<file path="config.mk">
export PLATFORM = sky130hd
export DESIGN_NAME = i2c_bus_trigger_decoder
export DESIGN_NICKNAME = d
export VERILOG_FILES = /design/src/common/i2c_mon_pkg.sv /design/src/common/bit_link_if.sv /design/src/design/i2c_bus_trigger_decoder.sv /design/src/design/line_sync.sv /design/src/design/pattern_match.sv
export SDC_FILE = /design/constraint.sdc
export NUM_CORES = 1
export LEC_CHECK = 0
export BUFFER_PORTS_ARGS = -buffer_cell sky130_fd_sc_hd__clkbuf_2
export CORE_MARGIN = 5
export CORE_UTILIZATION = 55
export CTS_CLUSTER_SIZE = 40
export DETAILED_ROUTE_END_ITERATION = 16
export PLACE_DENSITY = 0.79
export SYNTH_ARGS = -nofsm -noshare
export SYNTH_HDL_FRONTEND = slang
export SYNTH_SLANG_ARGS = --single-unit
</file>
<file path="constraint.sdc">
create_clock -name pclk -period 15.34 [get_ports pclk]
set_input_delay 0 -clock pclk [delete_from_list [all_inputs] [get_ports pclk]]
set_output_delay 0 -clock pclk [all_outputs]
set_load 0.03 [all_outputs]
</file>
<file path="src/common/i2c_mon_pkg.sv">
// Shared constants and types for the I2C bus trigger decoder.
package i2c_mon_pkg;

  ////////////////////////////////////////////////////////////////////////////
  // Widths.
  localparam int unsigned APB_AW = 8;
  localparam int unsigned BYTE_W = 8;
  localparam int unsigned PAT_BYTES = 3;
  localparam int unsigned PAT_W = 24;
  localparam int unsigned TGT_W = 10;
  localparam int unsigned OFF_W = 12;
  localparam int unsigned CNT_W = 13;
  localparam int unsigned TS_W = 32;
  localparam int unsigned CTRL_W = 10;

  ////////////////////////////////////////////////////////////////////////////
  // Register byte offsets.
  localparam logic [7:0] OFS_CTRL = 8'h00;
  localparam logic [7:0] OFS_TARGET = 8'h04;
  localparam logic [7:0] OFS_OFFSET = 8'h08;
  localparam logic [7:0] OFS_PVAL = 8'h0c;
  localparam logic [7:0] OFS_PMASK = 8'h10;
  localparam logic [7:0] OFS_STATUS = 8'h14;
  localparam logic [7:0] OFS_REC0 = 8'h18;
  localparam logic [7:0] OFS_REC1 = 8'h1c;
  localparam logic [7:0] OFS_REC2 = 8'h20;

  ////////////////////////////////////////////////////////////////////////////
  // Control fields and reset value.
  localparam int CTRL_MODE_LO = 0;
  localparam int CTRL_MODE_HI = 2;
  localparam int CTRL_TEN = 3;
  localparam int CTRL_READ = 4;
  localparam int CTRL_DATA = 5;
  localparam int CTRL_INCL_RW = 6;
  localparam int CTRL_CNT_LO = 7;
  localparam int CTRL_CNT_HI = 8;
  localparam int CTRL_HEX = 9;
  localparam logic [9:0] CTRL_RESET = 10'h080;
  localparam logic [1:0] CNT_MIN = 2'h1;
  localparam logic [1:0] CNT_MAX = 2'h3;

  ////////////////////////////////////////////////////////////////////////////
  // Trigger conditions.
  localparam logic [2:0] MODE_START = 3'h0;
  localparam logic [2:0] MODE_STOP = 3'h1;
  localparam logic [2:0] MODE_RESTART = 3'h2;
  localparam logic [2:0] MODE_NACK = 3'h3;
  localparam logic [2:0] MODE_ADDR = 3'h4;

  ////////////////////////////////////////////////////////////////////////////
  // Frame status codes and record layout.
  localparam logic [1:0] CODE_OK = 2'h0;
  localparam logic [1:0] CODE_NO_DATA = 2'h1;
  localparam logic [1:0] CODE_ADDR_ERR = 2'h2;
  localparam logic [1:0] CODE_PARTIAL = 2'h3;
  localparam int REC_CODE_LO = 0;
  localparam int REC_DIR = 2;
  localparam int REC_TEN = 3;
  localparam int REC_ADDR_LO = 4;
  localparam int REC_CNT_LO = 14;
  localparam int STAT_ACTIVE = 0;
  localparam int STAT_VALID = 1;
  localparam int STAT_TRIG_LO = 8;

  ////////////////////////////////////////////////////////////////////////////
  // Bus protocol constants.
  localparam logic [3:0] LAST_DATA_BIT = 4'h8;
  localparam logic [4:0] TEN_PREFIX = 5'h1e;

  typedef enum logic [2:0] {
    ST_IDLE = 3'b001,
    ST_ADDR = 3'b010,
    ST_DATA = 3'b100
  } frame_e;

endpackage : i2c_mon_pkg

</file>
<file path="src/common/bit_link_if.sv">
// Synchronised bus levels and events passed from the line sampler to the decoder.
`timescale 1ns/10ps
interface bit_link_if;
  logic scl;
  logic sda;
  logic scl_rise;
  logic start;
  logic stop;
  modport src(output scl, output sda, output scl_rise, output start, output stop);
  modport dst(input scl, input sda, input scl_rise, input start, input stop);
endinterface : bit_link_if

</file>
<file path="src/design/i2c_bus_trigger_decoder.sv">
// Passive I2C bus monitor: condition triggers, address/data match, frame records.
`timescale 1ns/10ps
module i2c_bus_trigger_decoder (
  // Clock and reset
  input wire logic pclk,
  input wire logic presetn,
  // APB slave
  input wire logic psel,
  input wire logic penable,
  input wire logic pwrite,
  input wire logic [i2c_mon_pkg::APB_AW-1:0] paddr,
  input wire logic [31:0] pwdata,
  output logic [31:0] prdata,
  output logic pready,
  output logic pslverr,
  // Observed bus
  input wire logic scl_in,
  input wire logic sda_in,
  // Acquisition window from the capture logic
  input wire logic capture_active,
  // Results
  output logic trigger,
  output logic record_valid
);

  ////////////////////////////////////////////////////////////////////////////
  // State.
  typedef struct packed {
    i2c_mon_pkg::frame_e fsm;
    logic [i2c_mon_pkg::CTRL_W-1:0] ctrl;
    logic [i2c_mon_pkg::TGT_W-1:0] target;
    logic [i2c_mon_pkg::OFF_W-1:0] offset;
    logic [i2c_mon_pkg::PAT_W-1:0] pval;
    logic [i2c_mon_pkg::PAT_W-1:0] pmask;
    logic [31:0] prdata;
    logic pready;
    logic pslverr;
    logic [3:0] bit_cnt;
    logic [7:0] shreg;
    logic seen;
    logic ten;
    logic addr_done;
    logic addr_ok;
    logic dir;
    logic [i2c_mon_pkg::TGT_W-1:0] addr;
    logic [i2c_mon_pkg::CNT_W-1:0] data_cnt;
    logic [i2c_mon_pkg::PAT_W-1:0] window;
    logic cap_start;
    logic [i2c_mon_pkg::TS_W-1:0] ts;
    logic [i2c_mon_pkg::TS_W-1:0] start_ts;
    logic [i2c_mon_pkg::TS_W-1:0] trig_ts;
    logic [1:0] rec_code;
    logic rec_dir;
    logic rec_ten;
    logic [i2c_mon_pkg::TGT_W-1:0] rec_addr;
    logic [i2c_mon_pkg::CNT_W-1:0] rec_cnt;
    logic [i2c_mon_pkg::PAT_W-1:0] rec_data;
    logic [i2c_mon_pkg::TS_W-1:0] rec_time;
    logic rec_valid;
    logic trigger;
    logic [7:0] trig_count;
  } main_s;

  main_s q;
  main_s next_q;

  bit_link_if link ();

  logic pat_ok;
  logic [i2c_mon_pkg::PAT_W-1:0] next_window;

  ////////////////////////////////////////////////////////////////////////////
  // Functions.
  function automatic logic mapped(input logic [i2c_mon_pkg::APB_AW-1:0] a);
    mapped = a inside {i2c_mon_pkg::OFS_CTRL, i2c_mon_pkg::OFS_TARGET,
                       i2c_mon_pkg::OFS_OFFSET, i2c_mon_pkg::OFS_PVAL,
                       i2c_mon_pkg::OFS_PMASK, i2c_mon_pkg::OFS_STATUS,
                       i2c_mon_pkg::OFS_REC0, i2c_mon_pkg::OFS_REC1,
                       i2c_mon_pkg::OFS_REC2};
  endfunction : mapped

  function automatic logic [1:0] clamp_count(input logic [1:0] c);
    clamp_count = (c < i2c_mon_pkg::CNT_MIN) ? i2c_mon_pkg::CNT_MIN : c;
  endfunction : clamp_count

  ////////////////////////////////////////////////////////////////////////////
  // Submodules.
  // Both pins pass two flip-flops before any decoding logic reads them.
  line_sync u_sync (
    .pclk(pclk),
    .presetn(presetn),
    .scl_in(scl_in),
    .sda_in(sda_in),
    .link(link.src)
  );

  assign next_window = {q.window[i2c_mon_pkg::PAT_W-9:0], q.shreg};

  pattern_match u_match (
    .window(next_window),
    .value(q.pval),
    .care(q.pmask),
    .hex_mode(q.ctrl[i2c_mon_pkg::CTRL_HEX]),
    .byte_count(q.ctrl[i2c_mon_pkg::CTRL_CNT_HI:i2c_mon_pkg::CTRL_CNT_LO]),
    .match(pat_ok)
  );

  ////////////////////////////////////////////////////////////////////////////
  // Next state.
  always_comb begin
    logic fire;
    logic close;
    logic [2:0] mode;
    logic [7:0] unit;
    logic hit7;
    logic hit10;
    logic dir_ok;
    logic [i2c_mon_pkg::CNT_W-1:0] last_idx;
    logic partial;
    fire = 1'b0;
    close = 1'b0;
    mode = q.ctrl[i2c_mon_pkg::CTRL_MODE_HI:i2c_mon_pkg::CTRL_MODE_LO];
    unit = {q.shreg[6:0], link.sda};
    hit7 = q.target[6:0] == q.shreg[7:1];
    hit10 = q.target == {q.addr[9:8], q.shreg};
    dir_ok = q.dir == q.ctrl[i2c_mon_pkg::CTRL_READ];
    last_idx = i2c_mon_pkg::CNT_W'(q.offset)
             + i2c_mon_pkg::CNT_W'(q.ctrl[i2c_mon_pkg::CTRL_CNT_HI:i2c_mon_pkg::CTRL_CNT_LO])
             - i2c_mon_pkg::CNT_W'(1);
    // A frame is cut when it opened or closes outside the capture window.
    partial = !q.cap_start || !capture_active;
    next_q = q;
    next_q.ts = q.ts + i2c_mon_pkg::TS_W'(1);
    next_q.trigger = 1'b0;

    // APB: answer one cycle into the access phase, act on the completing edge.
    next_q.pready = 1'b0;
    next_q.pslverr = 1'b0;
    if (psel && penable && !q.pready) begin
      next_q.pready = 1'b1;
      next_q.pslverr = !mapped(paddr);
      // Write answers leave prdata alone, so it holds the last read value.
      if (!pwrite) begin
        next_q.prdata = 32'h0;
        unique case (paddr)
          i2c_mon_pkg::OFS_CTRL: next_q.prdata[i2c_mon_pkg::CTRL_W-1:0] = q.ctrl;
          i2c_mon_pkg::OFS_TARGET: next_q.prdata[i2c_mon_pkg::TGT_W-1:0] = q.target;
          i2c_mon_pkg::OFS_OFFSET: next_q.prdata[i2c_mon_pkg::OFF_W-1:0] = q.offset;
          i2c_mon_pkg::OFS_PVAL: next_q.prdata[i2c_mon_pkg::PAT_W-1:0] = q.pval;
          i2c_mon_pkg::OFS_PMASK: next_q.prdata[i2c_mon_pkg::PAT_W-1:0] = q.pmask;
          i2c_mon_pkg::OFS_STATUS: begin
            next_q.prdata[i2c_mon_pkg::STAT_ACTIVE] = q.fsm != i2c_mon_pkg::ST_IDLE;
            next_q.prdata[i2c_mon_pkg::STAT_VALID] = q.rec_valid;
            next_q.prdata[i2c_mon_pkg::STAT_TRIG_LO +: 8] = q.trig_count;
          end
          i2c_mon_pkg::OFS_REC0: begin
            next_q.prdata[i2c_mon_pkg::REC_CODE_LO +: 2] = q.rec_code;
            next_q.prdata[i2c_mon_pkg::REC_DIR] = q.rec_dir;
            next_q.prdata[i2c_mon_pkg::REC_TEN] = q.rec_ten;
            next_q.prdata[i2c_mon_pkg::REC_ADDR_LO +: i2c_mon_pkg::TGT_W] = q.rec_addr;
            next_q.prdata[i2c_mon_pkg::REC_CNT_LO +: i2c_mon_pkg::CNT_W] = q.rec_cnt;
          end
          i2c_mon_pkg::OFS_REC1: next_q.prdata[i2c_mon_pkg::PAT_W-1:0] = q.rec_data;
          i2c_mon_pkg::OFS_REC2: next_q.prdata = q.rec_time;
          default: next_q.prdata = 32'h0;
        endcase
      end
    end
    if (psel && penable && q.pready) begin
      if (pwrite) begin
        unique case (paddr)
          i2c_mon_pkg::OFS_CTRL: begin
            next_q.ctrl = pwdata[i2c_mon_pkg::CTRL_W-1:0];
            next_q.ctrl[i2c_mon_pkg::CTRL_CNT_HI:i2c_mon_pkg::CTRL_CNT_LO] =
              clamp_count(pwdata[i2c_mon_pkg::CTRL_CNT_HI:i2c_mon_pkg::CTRL_CNT_LO]);
          end
          i2c_mon_pkg::OFS_TARGET: next_q.target = pwdata[i2c_mon_pkg::TGT_W-1:0];
          i2c_mon_pkg::OFS_OFFSET: next_q.offset = pwdata[i2c_mon_pkg::OFF_W-1:0];
          i2c_mon_pkg::OFS_PVAL: next_q.pval = pwdata[i2c_mon_pkg::PAT_W-1:0];
          i2c_mon_pkg::OFS_PMASK: next_q.pmask = pwdata[i2c_mon_pkg::PAT_W-1:0];
          default: next_q.pmask = q.pmask;
        endcase
      end else if (paddr == i2c_mon_pkg::OFS_REC2) begin
        // Reading the last record word releases the record.
        next_q.rec_valid = 1'b0;
      end
    end

    // Bus conditions and bit decoding.
    if (link.start) begin
      // Every start counts as a frame start, a repeated one as well.
      fire = mode == i2c_mon_pkg::MODE_START;
      if (q.fsm != i2c_mon_pkg::ST_IDLE) begin
        // A start inside an open frame closes it and is a repeated start.
        close = 1'b1;
        fire = fire || mode == i2c_mon_pkg::MODE_RESTART;
      end
    end else if (link.stop) begin
      fire = mode == i2c_mon_pkg::MODE_STOP;
      close = q.fsm != i2c_mon_pkg::ST_IDLE;
      next_q.fsm = i2c_mon_pkg::ST_IDLE;
    end else if (link.scl_rise && q.fsm != i2c_mon_pkg::ST_IDLE) begin
      // The clock rise that leads into a stop looks like a bit as well, so a
      // bit only counts as decoded once a later rise has followed it.
      if (q.bit_cnt != 4'h0) begin
        next_q.seen = 1'b1;
      end
      if (q.bit_cnt < i2c_mon_pkg::LAST_DATA_BIT) begin
        next_q.shreg = unit;
        next_q.bit_cnt = q.bit_cnt + 4'h1;
      end else begin
        // Ninth bit: acknowledge slot, the byte in shreg is complete.
        next_q.bit_cnt = 4'h0;
        if (link.sda && mode == i2c_mon_pkg::MODE_NACK) begin
          fire = 1'b1;
        end
        if (q.fsm == i2c_mon_pkg::ST_ADDR) begin
          if (!q.ten) begin
            next_q.dir = q.shreg[0];
            dir_ok = q.shreg[0] == q.ctrl[i2c_mon_pkg::CTRL_READ];
            if (q.ctrl[i2c_mon_pkg::CTRL_TEN] && q.shreg[7:3] == i2c_mon_pkg::TEN_PREFIX) begin
              next_q.ten = 1'b1;
              next_q.addr = {q.shreg[2:1], 8'h00};
            end else begin
              if (q.ctrl[i2c_mon_pkg::CTRL_INCL_RW]) begin
                next_q.addr = {2'h0, q.shreg};
              end else begin
                next_q.addr = {3'h0, q.shreg[7:1]};
              end
              next_q.addr_done = 1'b1;
              next_q.addr_ok = hit7 && dir_ok;
              next_q.fsm = i2c_mon_pkg::ST_DATA;
            end
          end else begin
            next_q.addr = {q.addr[9:8], q.shreg};
            next_q.addr_done = 1'b1;
            next_q.addr_ok = hit10 && dir_ok;
            next_q.fsm = i2c_mon_pkg::ST_DATA;
          end
          if (next_q.addr_done && next_q.addr_ok && mode == i2c_mon_pkg::MODE_ADDR &&
              !q.ctrl[i2c_mon_pkg::CTRL_DATA]) begin
            fire = 1'b1;
          end
        end else begin
          next_q.window = next_window;
          if (q.data_cnt != {i2c_mon_pkg::CNT_W{1'b1}}) begin
            next_q.data_cnt = q.data_cnt + i2c_mon_pkg::CNT_W'(1);
          end
          if (mode == i2c_mon_pkg::MODE_ADDR && q.ctrl[i2c_mon_pkg::CTRL_DATA] &&
              q.addr_ok && q.data_cnt == last_idx && pat_ok) begin
            fire = 1'b1;
          end
        end
      end
    end

    if (fire) begin
      next_q.trigger = 1'b1;
      next_q.trig_ts = q.ts;
      next_q.trig_count = q.trig_count + 8'h01;
    end

    // Frame record; a new record wins over a clearing read in the same cycle.
    if (close) begin
      next_q.rec_valid = 1'b1;
      next_q.rec_time = q.start_ts - (fire ? q.ts : q.trig_ts);
      next_q.rec_dir = q.dir;
      next_q.rec_ten = q.ten;
      next_q.rec_addr = q.addr;
      next_q.rec_cnt = q.data_cnt;
      next_q.rec_data = q.window;
      if (partial && !q.seen) begin
        next_q.rec_code = i2c_mon_pkg::CODE_NO_DATA;
      end else if (partial) begin
        next_q.rec_code = i2c_mon_pkg::CODE_PARTIAL;
      end else if (!q.addr_done) begin
        next_q.rec_code = i2c_mon_pkg::CODE_ADDR_ERR;
      end else begin
        next_q.rec_code = i2c_mon_pkg::CODE_OK;
      end
    end

    // Open a new frame on any start, including a repeated one.
    if (link.start) begin
      next_q.fsm = i2c_mon_pkg::ST_ADDR;
      next_q.bit_cnt = 4'h0;
      next_q.seen = 1'b0;
      next_q.ten = 1'b0;
      next_q.addr_done = 1'b0;
      next_q.addr_ok = 1'b0;
      next_q.dir = 1'b0;
      next_q.addr = '0;
      next_q.data_cnt = '0;
      next_q.window = '0;
      next_q.start_ts = q.ts;
      next_q.cap_start = capture_active;
    end
  end

  ////////////////////////////////////////////////////////////////////////////
  // Registers.
  always_ff @(posedge pclk or negedge presetn) begin
    if (!presetn) begin
      q <= '0;
      q.fsm <= i2c_mon_pkg::ST_IDLE;
      q.ctrl <= i2c_mon_pkg::CTRL_RESET;
    end else begin
      q <= next_q;
    end
  end

  assign prdata = q.prdata;
  assign pready = q.pready;
  assign pslverr = q.pslverr;
  assign trigger = q.trigger;
  assign record_valid = q.rec_valid;

endmodule : i2c_bus_trigger_decoder

</file>
<file path="src/design/line_sync.sv">
// Two-stage synchroniser for SCL and SDA with start, stop and clock edge detection.
`timescale 1ns/10ps
module line_sync (
  // Clock and reset
  input wire logic pclk,
  input wire logic presetn,
  // Observed bus pins
  input wire logic scl_in,
  input wire logic sda_in,
  // Cleaned levels and events
  bit_link_if.src link
);

  typedef struct packed {
    logic scl_m;
    logic scl_s;
    logic scl_p;
    logic sda_m;
    logic sda_s;
    logic sda_p;
  } sync_s;

  sync_s q;
  sync_s next_q;

  always_comb begin
    next_q = q;
    next_q.scl_m = scl_in;
    next_q.scl_s = q.scl_m;
    next_q.scl_p = q.scl_s;
    next_q.sda_m = sda_in;
    next_q.sda_s = q.sda_m;
    next_q.sda_p = q.sda_s;
  end

  // An idle bus floats high, so the chain resets to ones.
  always_ff @(posedge pclk or negedge presetn) begin
    if (!presetn) begin
      q <= '1;
    end else begin
      q <= next_q;
    end
  end

  assign link.scl = q.scl_s;
  assign link.sda = q.sda_s;
  assign link.scl_rise = q.scl_s & ~q.scl_p;
  assign link.start = q.scl_s & q.scl_p & q.sda_p & ~q.sda_s;
  assign link.stop = q.scl_s & q.scl_p & ~q.sda_p & q.sda_s;

endmodule : line_sync

</file>
<file path="src/design/pattern_match.sv">
// Three-state byte pattern comparator over the most recent data bytes.
`timescale 1ns/10ps
module pattern_match (
  // Data window, newest byte lowest
  input wire logic [i2c_mon_pkg::PAT_W-1:0] window,
  // Pattern value and care mask
  input wire logic [i2c_mon_pkg::PAT_W-1:0] value,
  input wire logic [i2c_mon_pkg::PAT_W-1:0] care,
  input wire logic hex_mode,
  input wire logic [1:0] byte_count,
  // Result
  output logic match
);

  // In hex entry a byte is either fully cared for or fully ignored.
  function automatic logic [7:0] byte_care(input logic [7:0] m, input logic hex);
    byte_care = hex ? {8{&m}} : m;
  endfunction : byte_care

  always_comb begin
    match = 1'b1;
    for (int i = 0; i < int'(i2c_mon_pkg::PAT_BYTES); i++) begin
      if (i < int'(byte_count)) begin
        if (|((window[i*8 +: 8] ^ value[i*8 +: 8]) & byte_care(care[i*8 +: 8], hex_mode))) begin
          match = 1'b0;
        end
      end
    end
  end

endmodule : pattern_match

</file>
==> results of run 1 <==
[cell type report]
cell class / count / area (µm²)
Clock buffer: 62 / 1240
Inverter: 72 / 270
Tap cell: 448 / 561
Fill cell: 2633 / 12500
Sequential cell: 377 / 9440
Timing Repair Buffer: 129 / 873
Clock inverter: 12 / 224
Multi-Input combinational cell: 1357 / 8620
[what timing repair did]
| action | 4_1_cts | 5_1_grt |
|---|---|---|
| hold endpoints to repair | 189 | 0 |
| hold buffers | 33 | 0 |
| gates resized for setup | 0 | 0 |
| buffers inserted | 0 | 0 |
[cell usage in the layout (no fill, tap or decap), types with 14 or more instances in the layout]
master         instances
a31oi_1               19
a21oi_1               49
xnor2_1               74
ha_1                  49
nor2_1                98
xor2_1                55
clkbuf_2              74
a41oi_1               15
mux2_2                77
a22oi_1               14
and3_1                25
a221oi_1              21
nand3_1               35
dlygate4sd3_1         33
buf_4                 21
nand4_1               24
mux2i_1               45
a21o_1                22
dfrtp_1              369
clkbuf_16             42
nand2_1              433
inv_1                 72
a222oi_1              16
o21ai_0              109
[cells in the mapped netlist, types with 8 or more instances]
cell,instances,share of area (%)
nand3_1,35,0.93
a31oi_1,19,0.63
clkbuf_1,78,1.5
xor2_1,55,2.5
buf_4,32,1.3
xnor2_1,74,3.4
o22ai_1,8,0.26
dfrtp_1,369,49
a21oi_1,49,1.3
a21o_1,22,0.87
nand2_1,434,8.6
and3_1,25,0.83
a222oi_1,16,0.85
mux2i_1,45,2.4
dfstp_2,8,1.1
o21ai_0,109,2.9
inv_1,72,1.4
nand4_1,24,0.79
nor2_1,99,2.0
o31ai_1,10,0.40
a22oi_1,14,0.56
nor4_1,10,0.33
a221oi_1,21,0.97
a22o_1,13,0.60
nor3_1,15,0.40
mux2_2,77,4.6
ha_1,49,3.2
a41oi_1,15,0.70
[path summary, 6_finish.rpt]
kind,end
worst max register to register,q[41]
min in group asynchronous,q[231]
max in group asynchronous,q[150]
worst min-delay path,pslverr
worst min register to register,u_sync.link.scl
worst max-delay path,q[41]
[layer usage]
layer | GRT usage (%) | up-vias
met1 | 36.0 | 7374
li1 | - | 6759
met5 | 0 | -
met2 | 42.8 | 631
met3 | 4.00 | 129
met4 | 8.25 | 2
[cells by family (layout without fill, tap and decap cells)]
kind of cell | count (synthesis) | count (layout) | share of synthesized area (%)
simple gates | 705 | 705 | 16.4
flops | 377 | 377 | 50.0
compound gates | 349 | 349 | 12.5
buf+inv | 193 | 275 | 4.66
xor+xnor | 130 | 130 | 6.07
mux | 122 | 122 | 6.97
fa+ha+maj | 51 | 51 | 3.46
[power by group through the flow]
stage | clock, mW | combinational [mW] | sequential, mW
final | 1.05 | 0.369 | 1.20
after floorplan | 0 | 0.304 | 1.15
after global routing | 1.10 | 0.411 | 1.21
after CTS | 1.06 | 0.370 | 1.20
after detailed placement | 0 | 0.360 | 1.21
after global placement | 0 | 0.349 | 1.21
[sequential cells by signal, summed over array words and instances (netlist names), 2 cells and up]
name           cells
q                311
next_window       24
u_sync.next_q      2
u_sync.q           2
prdata            32
[worst reg2reg max path, cell delays in order, from the launching register on]
cell and delay, ns:
dfrtp_1 0.46, inv_1 0.09, ha_1 0.27, inv_1 0.06, ha_1 0.20, inv_1 0.07
fa_1 0.40, xor2_1 0.19, xnor2_1 0.14, or4_1 0.40, a2111oi_0 0.66, and4b_1 0.38
nand2_1 0.13, o21ai_4 0.34, buf_4 0.58, mux2i_1 0.34, ha_1 0.33, and3_1 0.23
and3_1 0.20, nor4b_1 0.30, o221ai_1 0.22, nor4_1 0.48, o41ai_1 0.26, a311o_2 0.43
or3_1 0.30, o211ai_1 0.10
==> impl_metrics.csv, run 1 <==
group,metric,value,unit
yosys,synth_seq_cells,377,
sta,drv_slew,0,
place,place_area,0.0194,mm²
pwr,power_frac_comb,14.1,%
yosys,syn_area,0.0189,mm²
final_layout,final_util,63.0,%
setup_path,path_class,"flop to flop",
final_layout,area_delta_synth_final,12.3,%
route,drtIter0Drc,1767,
sta,final.setup.tns,0,ns
clock_network,clk_path_buf_depth,3,
final_layout,final_nets,2076,
pwr,power.total,2.62,mW
place,port-buffer-count,75,
yosys,synth_ff_type,"dfrtp_1",
run_status,status,"finished clean",
setup_path,arrival,8.08,ns
final_layout,antenna_cells,0,
floorplanning,row_count,67,
sta,skew,0.0337,ns
clock_network,path_clk_slew,0.06,ns
route,top_layer,"met5",
final_layout,layout-drive-gt1-share,13.5,%
grt,antenna_found_initial,1,
route,met1_length,21000,µm
yosys,synth_cells,1927,
route,drc,0,
final_layout,final_area,0.0212,mm²
floorplanning,coreArea,0.0337,mm²
floorplanning,ios,84,
pwr,p_per_area,124,mW/mm²
route,wl_met3,3670,µm
setup_path,r2r_slack,7.70,ns
route,route.met2.wl,23900,µm
clock_network,cts_root_buffer,"clkbuf_16",
min_path,min_path_type,"primary input to flop",
pwr,seqPwrFrac,45.9,%
route,wl,50200,µm
clock_network,htreeDepth,2,
route,routed_via_density,6.06,
floorplanning,fp.dieArea,0.0382,mm²
floorplanning,die_h,195,µm
sta,post-route-worst-setup-slack,7.70,ns
final_layout,final_cells,2457,
clock_network,cts_inserted_buffers,40,
pwr,p_leak,10.4,nW
setup_path,r2r-start,"q[366]",
min_path,hold_depth,4,
grt,grt_max_degree,105,
pwr,p_switching,0.726,mW
sta,max_slew_margin,18.7,%
setup_path,worstSetupEndpointType,"flop",
yosys,synth_cell_types,79,
place,dp_slack,7.82,ns
place,gp_congestion,0.922,
route,drtPass1Iterations,9,
route,ant_nets,0,
place,dp_cells,2350,
setup_path,worst-path-stages,25,
setup_path,slowest_stage,"a2111oi_0",
clock_network,clkLatencyLatePin,0.54,ns
floorplanning,initial_utilization,56.1,%
setup_path,worst_path_dominant_cell_family,"simple AND/OR/NAND/NOR gates",
yosys,yosysSeqAreaShare,50.0,%
pwr,ir_drop,94.9,µV
yosys,synth-async-reset-ratio,100,%
pwr,pwr-share-clk,40.0,%
setup_path,path_buf_inv,4,
floorplanning,die_width,195,µm
sta,timing.fmax,131,MHz
setup_path,cp.required,15.79,ns
sta,rsz0062_at_grt,"no",
run,drv_cap,0,
grt,global_route.usage.total,26.1,%
yosys,synth_nets,2026,
setup_path,start_kind,"flop",
place,dp_hpwl,34100,µm
route,vias,14900,
setup_path,slowest_delay,0.66,ns
pwr,p_int,1.90,mW
yosys,postSynthAreaPerCell,9.81,µm²
setup_path,crit_start,"q[366]",
route,routedWlPerCell,20.4,µm
setup_path,cp_max_fo,34,
sta,timing.hold.ws,0.0265,ns
clock_network,tritoncts,"done",
yosys,synth-edff-count,0,
pwr,swShare,27.7,%
min_path,hold_start,"paddr[0]",
grt,grt_pass1_wl,81100,µm
clock_network,cts_sinks,377,
sta,hold_violations,0,
yosys,ys_warn_count,0,
sta,worst_slew_pin_slew,1.21,ns
setup_path,worstRegToRegCells,25,
sta,period_share,49.8,%
grt,first_global_vias,15000,
sta,setup_viol,0,
grt,overflow,0,
sta,min_period,7.64,ns
No activity file was read; power rests on OpenSTA's default activity.
==> run 2, diff against run 1 <==
--- a/config.mk
+++ b/config.mk
@@ -10,7 +10,7 @@
 export CORE_UTILIZATION = 55
 export CTS_CLUSTER_SIZE = 40
 export DETAILED_ROUTE_END_ITERATION = 16
-export PLACE_DENSITY = 0.79
+export PLACE_DENSITY = 0.82
 export SYNTH_ARGS = -nofsm -noshare
 export SYNTH_HDL_FRONTEND = slang
 export SYNTH_SLANG_ARGS = --single-unit
==> constraint.sdc (replaced) <==
create_clock -name pclk -period 6.8 [get_ports pclk]
set_input_delay 0 -clock pclk [delete_from_list [all_inputs] [get_ports pclk]]
set_output_delay 0 -clock pclk [all_outputs]
set_load 0.03 [all_outputs]
==> impl_metrics.csv, run 2 (synthesized netlist as in run 1, its figures left out) <==
group,metric,value,unit
setup_path,arrival,7.05,ns
sta,hold_violations,0,
sta,skew,0.0189,ns
clock_network,cts_root_buffer,"clkbuf_16",
setup_path,cp_max_fo,17,
sta,worst_slew_pin_slew,1.30,ns
clock_network,post_cts.repair.setup_buffers,0,
final_layout,fillerInstances,2634,
sta,drv_slew,0,
sta,rsz0062_at_grt,"yes",
place,gp_congestion,0.931,
floorplanning,ios,84,
place,place_area,0.0195,mm²
route,drtIter0Drc,1849,
run,drv_cap,0,
clock_network,clkLatencyLatePin,0.54,ns
sta,period_share,97.0,%
final_layout,final_area,0.0212,mm²
sta,setup_viol,0,
clock_network,path_clk_slew,0.06,ns
floorplanning,die_width,195,µm
grt,first_global_vias,15000,
floorplanning,fp.dieArea,0.0382,mm²
sta,max_slew_margin,12.7,%
clock_network,cts_sinks,377,
final_layout,largest_reg_flops,311,
final_layout,final_cells,2452,
grt,overflow,0,
final_layout,area_delta_synth_final,12.2,%
setup_path,r2r-start,"q[365]",
sta,timing.hold.ws,0.0798,ns
setup_path,start_kind,"flop",
final_layout,layout_commonest_cell,"nand2_1",
pwr,pwr-share-clk,38.3,%
setup_path,timing.rr.end,"q[41]",
route,vias,15000,
clock_network,clk_path_buf_depth,3,
floorplanning,initial_utilization,56.1,%
final_layout,final_nets,2075,
floorplanning,row_count,67,
route,routedWlPerCell,20.7,µm
pwr,p_leak,10.4,nW
sta,timing.fmax,152,MHz
route,wl,50800,µm
place,port-buffer-count,75,
setup_path,worstRegToRegCells,25,
min_path,min_path_type,"primary input to asynchronous set/reset pin",
grt,grt_max_degree,190,
floorplanning,coreArea,0.0337,mm²
final_layout,final_cell_mix,"433 x nand2_1, 369 x dfrtp_1, 109 x o21ai_0",
route,drc,0,
route,drtPass1Iterations,7,
final_layout,top_register,"q",
clock_network,cts_inserted_buffers,39,
grt,global_route.usage.total,26.3,%
pwr,swShare,28.5,%
run_status,status,"finished clean",
route,routed_via_density,6.10,
final_layout,layout-drive-gt1-share,13.7,%
route,ant_nets,0,
floorplanning,die_h,195,µm
place,dp_cells,2348,
pwr,p_int,4.14,mW
pwr,p_switching,1.65,mW
place,dp_hpwl,34200,µm
sta,final.setup.tns,0,ns
pwr,p_per_area,273,mW/mm²
pwr,power_frac_comb,14.8,%
setup_path,cp.required,7.25,ns
clock_network,htreeDepth,2,
grt,antenna_found_initial,2,
grt,grt_pass1_wl,81500,µm
setup_path,path_class,"flop to flop",
pwr,ir_drop,190,µV
setup_path,worstSetupEndpointType,"flop",
sta,min_period,6.60,ns
pwr,seqPwrFrac,47.0,%
clock_network,tritoncts,"done",
setup_path,r2r_slack,0.20,ns
## run 2: worst max path at each step
stage,startpoint,endpoint,cells past startpoint
floorplan,q[365],q[41],25
global placement,q[365],q[41],25
detailed placement,q[365],q[41],25
CTS,q[365],q[41],25
global route,q[365],q[41],25
finish,q[365],q[41],25
## run 2: routing by layer
layer  vias to the layer above  share of wire (%)  global-route usage [%]
met4                         2                4.4                    10.8
met5                         -              0.014                       0
met3                       149                8.3                    5.14
met2                       660                 47                    42.8
li1                       6762                  -                       -
met1                      7395                 40                    34.7
## run 2: critical path: stages, from the launching register on
cell and delay, ns:
dfstp_2 0.57, inv_1 0.05, ha_1 0.17, inv_1 0.06, ha_1 0.20, inv_1 0.07, fa_1 0.41, xor2_1 0.19
xnor2_1 0.14, or4_1 0.40, a2111oi_1 0.45, and4b_1 0.33, nand2_1 0.14, o21ai_4 0.28, buf_12 0.23, mux2i_1 0.25
ha_1 0.33, and3_1 0.24, and3_1 0.20, nor4b_1 0.29, o221ai_1 0.24, nor4_2 0.26, o41ai_1 0.19, a311o_2 0.40
or3_1 0.30, o211ai_1 0.09
## run 2: power by group through the flow
stage	clock (mW)	sequential, mW	combinational [mW]
finish	2.22	2.72	0.854
global placement	0	2.73	0.793
floorplan	0	2.58	0.685
global route	2.33	2.73	0.946
CTS	2.24	2.71	0.848
detailed placement	0	2.74	0.821
## run 2: metrics by stage
stage / worst slack [ns] / total power [mW] / utilization (%)
floorplan: 0.788 / 3.27 / -
global placement: 0.261 / 3.53 / 57.7
detailed placement: 0.0662 / 3.56 / 57.7
CTS: 0.00234 / 5.79 / 62.7
global route: -0.0322 / 6.01 / 62.9
finish: 0.203 / 5.79 / 62.9
## run 2: timing repair
item	4_1_cts	5_1_grt
hold buffers	34	0
endpoints found under the hold margin	195	0
resized for setup	0	5
setup endpoints to repair	0	2
## run 2: final cells by class
| cell class | instances | area, µm² | share of cell area [%] |
|---|---|---|---|
| Timing Repair Buffer | 129 | 918 | 4.33 |
| Antenna cell | 1 | 2.50 | 0.0118 |
| Multi-Input combinational cell | 1357 | 8650 | 40.8 |
| Sequential cell | 377 | 9440 | 44.6 |
| Clock buffer | 60 | 1240 | 5.84 |
| Tap cell | 448 | 561 | 2.65 |
| Inverter | 72 | 270 | 1.28 |
| Clock inverter | 8 | 105 | 0.496 |
==> run 3, diff against run 2 <==
--- a/config.mk
+++ b/config.mk
@@ -5,7 +5,7 @@
 export SDC_FILE = /design/constraint.sdc
 export NUM_CORES = 1
 export LEC_CHECK = 0
-export BUFFER_PORTS_ARGS = -buffer_cell sky130_fd_sc_hd__clkbuf_2
+export BUFFER_PORTS_ARGS = -buffer_cell sky130_fd_sc_hd__buf_2
 export CORE_MARGIN = 5
 export CORE_UTILIZATION = 55
 export CTS_CLUSTER_SIZE = 40
==> impl_metrics.csv, run 3 (synthesized netlist as in run 1, its figures left out) <==
group,metric,value,unit
floorplanning,coreArea,0.0337,mm²
pwr,p_per_area,279,mW/mm²
final_layout,top_register,"q",
final_layout,largest_reg_flops,311,
pwr,p_leak,10.5,nW
grt,first_global_vias,15500,
route,drc,0,
setup_path,cp_max_fo,17,
route,routedWlPerCell,21.1,µm
final_layout,layout_commonest_cell,"nand2_1",
floorplanning,initial_utilization,56.1,%
floorplanning,fp.dieArea,0.0382,mm²
setup_path,cp.required,7.26,ns
sta,hold_violations,0,
place,gp_congestion,0.959,
setup_path,path_class,"flop to flop",
run_status,status,"finished clean",
grt,global_route.usage.total,26.9,%
route,drtIter0Drc,1762,
grt,overflow,0,
route,routed_via_density,6.15,
place,dp_cells,2348,
clock_network,clk_path_buf_depth,3,
route,ant_nets,0,
clock_network,cts_inserted_buffers,40,
grt,grt_max_degree,160,
sta,timing.hold.ws,0.0852,ns
place,dp_hpwl,34500,µm
sta,min_period,6.50,ns
final_layout,antenna_cells,0,
clock_network,tritoncts,"done",
sta,worst_slew_pin_slew,1.25,ns
clock_network,cts_sinks,377,
clock_network,cts_root_buffer,"clkbuf_16",
final_layout,final_cells,2457,
final_layout,final_nets,2077,
sta,setup_viol,0,
setup_path,worstSetupEndpointType,"flop",
clock_network,htreeDepth,2,
floorplanning,ios,84,
clock_network,path_clk_slew,0.06,ns
setup_path,slowest_stage,"dfrtp_1",
floorplanning,die_h,195,µm
grt,antenna_found_initial,1,
sta,drv_slew,0,
setup_path,arrival,6.96,ns
min_path,min_path_type,"primary input to flop",
pwr,ir_drop,198,µV
pwr,power.total,5.93,mW
route,drtPass1Iterations,9,
sta,timing.fmax,154,MHz
floorplanning,die_width,195,µm
final_layout,area_delta_synth_final,12.7,%
sta,final.setup.tns,0,ns
final_layout,layout-drive-gt1-share,14.0,%
route,wl,51700,µm
grt,grt_pass1_wl,83500,µm
run,drv_cap,0,
sta,period_share,95.6,%
setup_path,start_kind,"flop",
clock_network,clkLatencyLatePin,0.55,ns
setup_path,slowest_delay,0.43,ns
final_layout,final_cell_mix,"433 x nand2_1, 369 x dfrtp_1, 109 x o21ai_0",
sta,max_slew_margin,16.0,%
sta,skew,0.0274,ns
route,vias,15100,
floorplanning,row_count,67,
place,port-buffer-count,75,
==> run 3: changes by cell type in the layout (fill, tap and decap cells not counted), sizes merged <==
cell         delta
bufinv          +4
dlygate4sd3     -1
clkinv          +4
clkbuf         -79
inv             -1
clkinvlp        +3
diode           -1
buf            +76
==> run 3: metrics by stage <==
step	setup slack (ns)	utilization (%)	cell area [µm²]
finish	0.298	63.2	21300
global route	-0.00659	63.2	21300
CTS	0.114	63.0	21200
detailed placement	0.172	57.7	19400
global placement	0.384	57.7	19400
floorplan	0.788	-	18900
==> run 3: per-layer routing <==
metal  wire length (µm)  GRT usage (%)  vias up  share of wire (%)
li1                   -              -     6766                  -
met1              20400           35.6     7420                 40
met2              24200           42.8      734                 47
met3               4430           5.32      194                8.6
met4               2650           12.9        2                5.1
met5                  7              0        -              0.014
==> run 3: path summary, 6_finish.rpt <==
check | start | to | slack, ns | cells after the start
max in group asynchronous | presetn | q[135] | 4.90 | 3
hold / removal | paddr[0] | pslverr | 0.09 | 4
min in group asynchronous | presetn | q[184] | 0.15 | 2
setup / recovery | q[366] | q[41] | 0.30 | 25
setup reg to reg | q[366] | q[41] | 0.30 | 25
hold reg to reg | u_sync.next_q[4] | u_sync.link.scl | 0.36 | 0
==> run 3: worst max-delay path, delay by kind of cell (launching register included) <==
kind | cells | cell delay, ns
XOR/XNOR | 2 | 0.33
flip-flops | 1 | 0.43
multiplexers | 1 | 0.26
AND/OR/NAND/NOR | 8 | 2.22
adder cells (fa/ha/maj) | 4 | 1.18
buffers and inverters | 4 | 0.42
AO/OA/AOI/OAI | 6 | 1.59
==> run 3: power by group <==
part	internal (mW)	switching [mW]
Combinational	0.354	0.494
Sequential	2.45	0.262
Clock	1.45	0.921
==> run 3: cell type report <==
type | instances | area (µm²)
Clock inverter | 18 | 263
Inverter | 72 | 270
Tap cell | 448 | 561
Timing Repair Buffer | 130 | 923
Fill cell | 2645 | 12400
Clock buffer | 55 | 1180
Multi-Input combinational cell | 1357 | 8650
Sequential cell | 377 | 9440
==> run 3: timing repair <==
action,in CTS,in global routing
resized for setup,0,6
hold buffers,33,0
buffers inserted,0,2
endpoints found under the setup margin,0,5
endpoints found under the hold margin,222,0
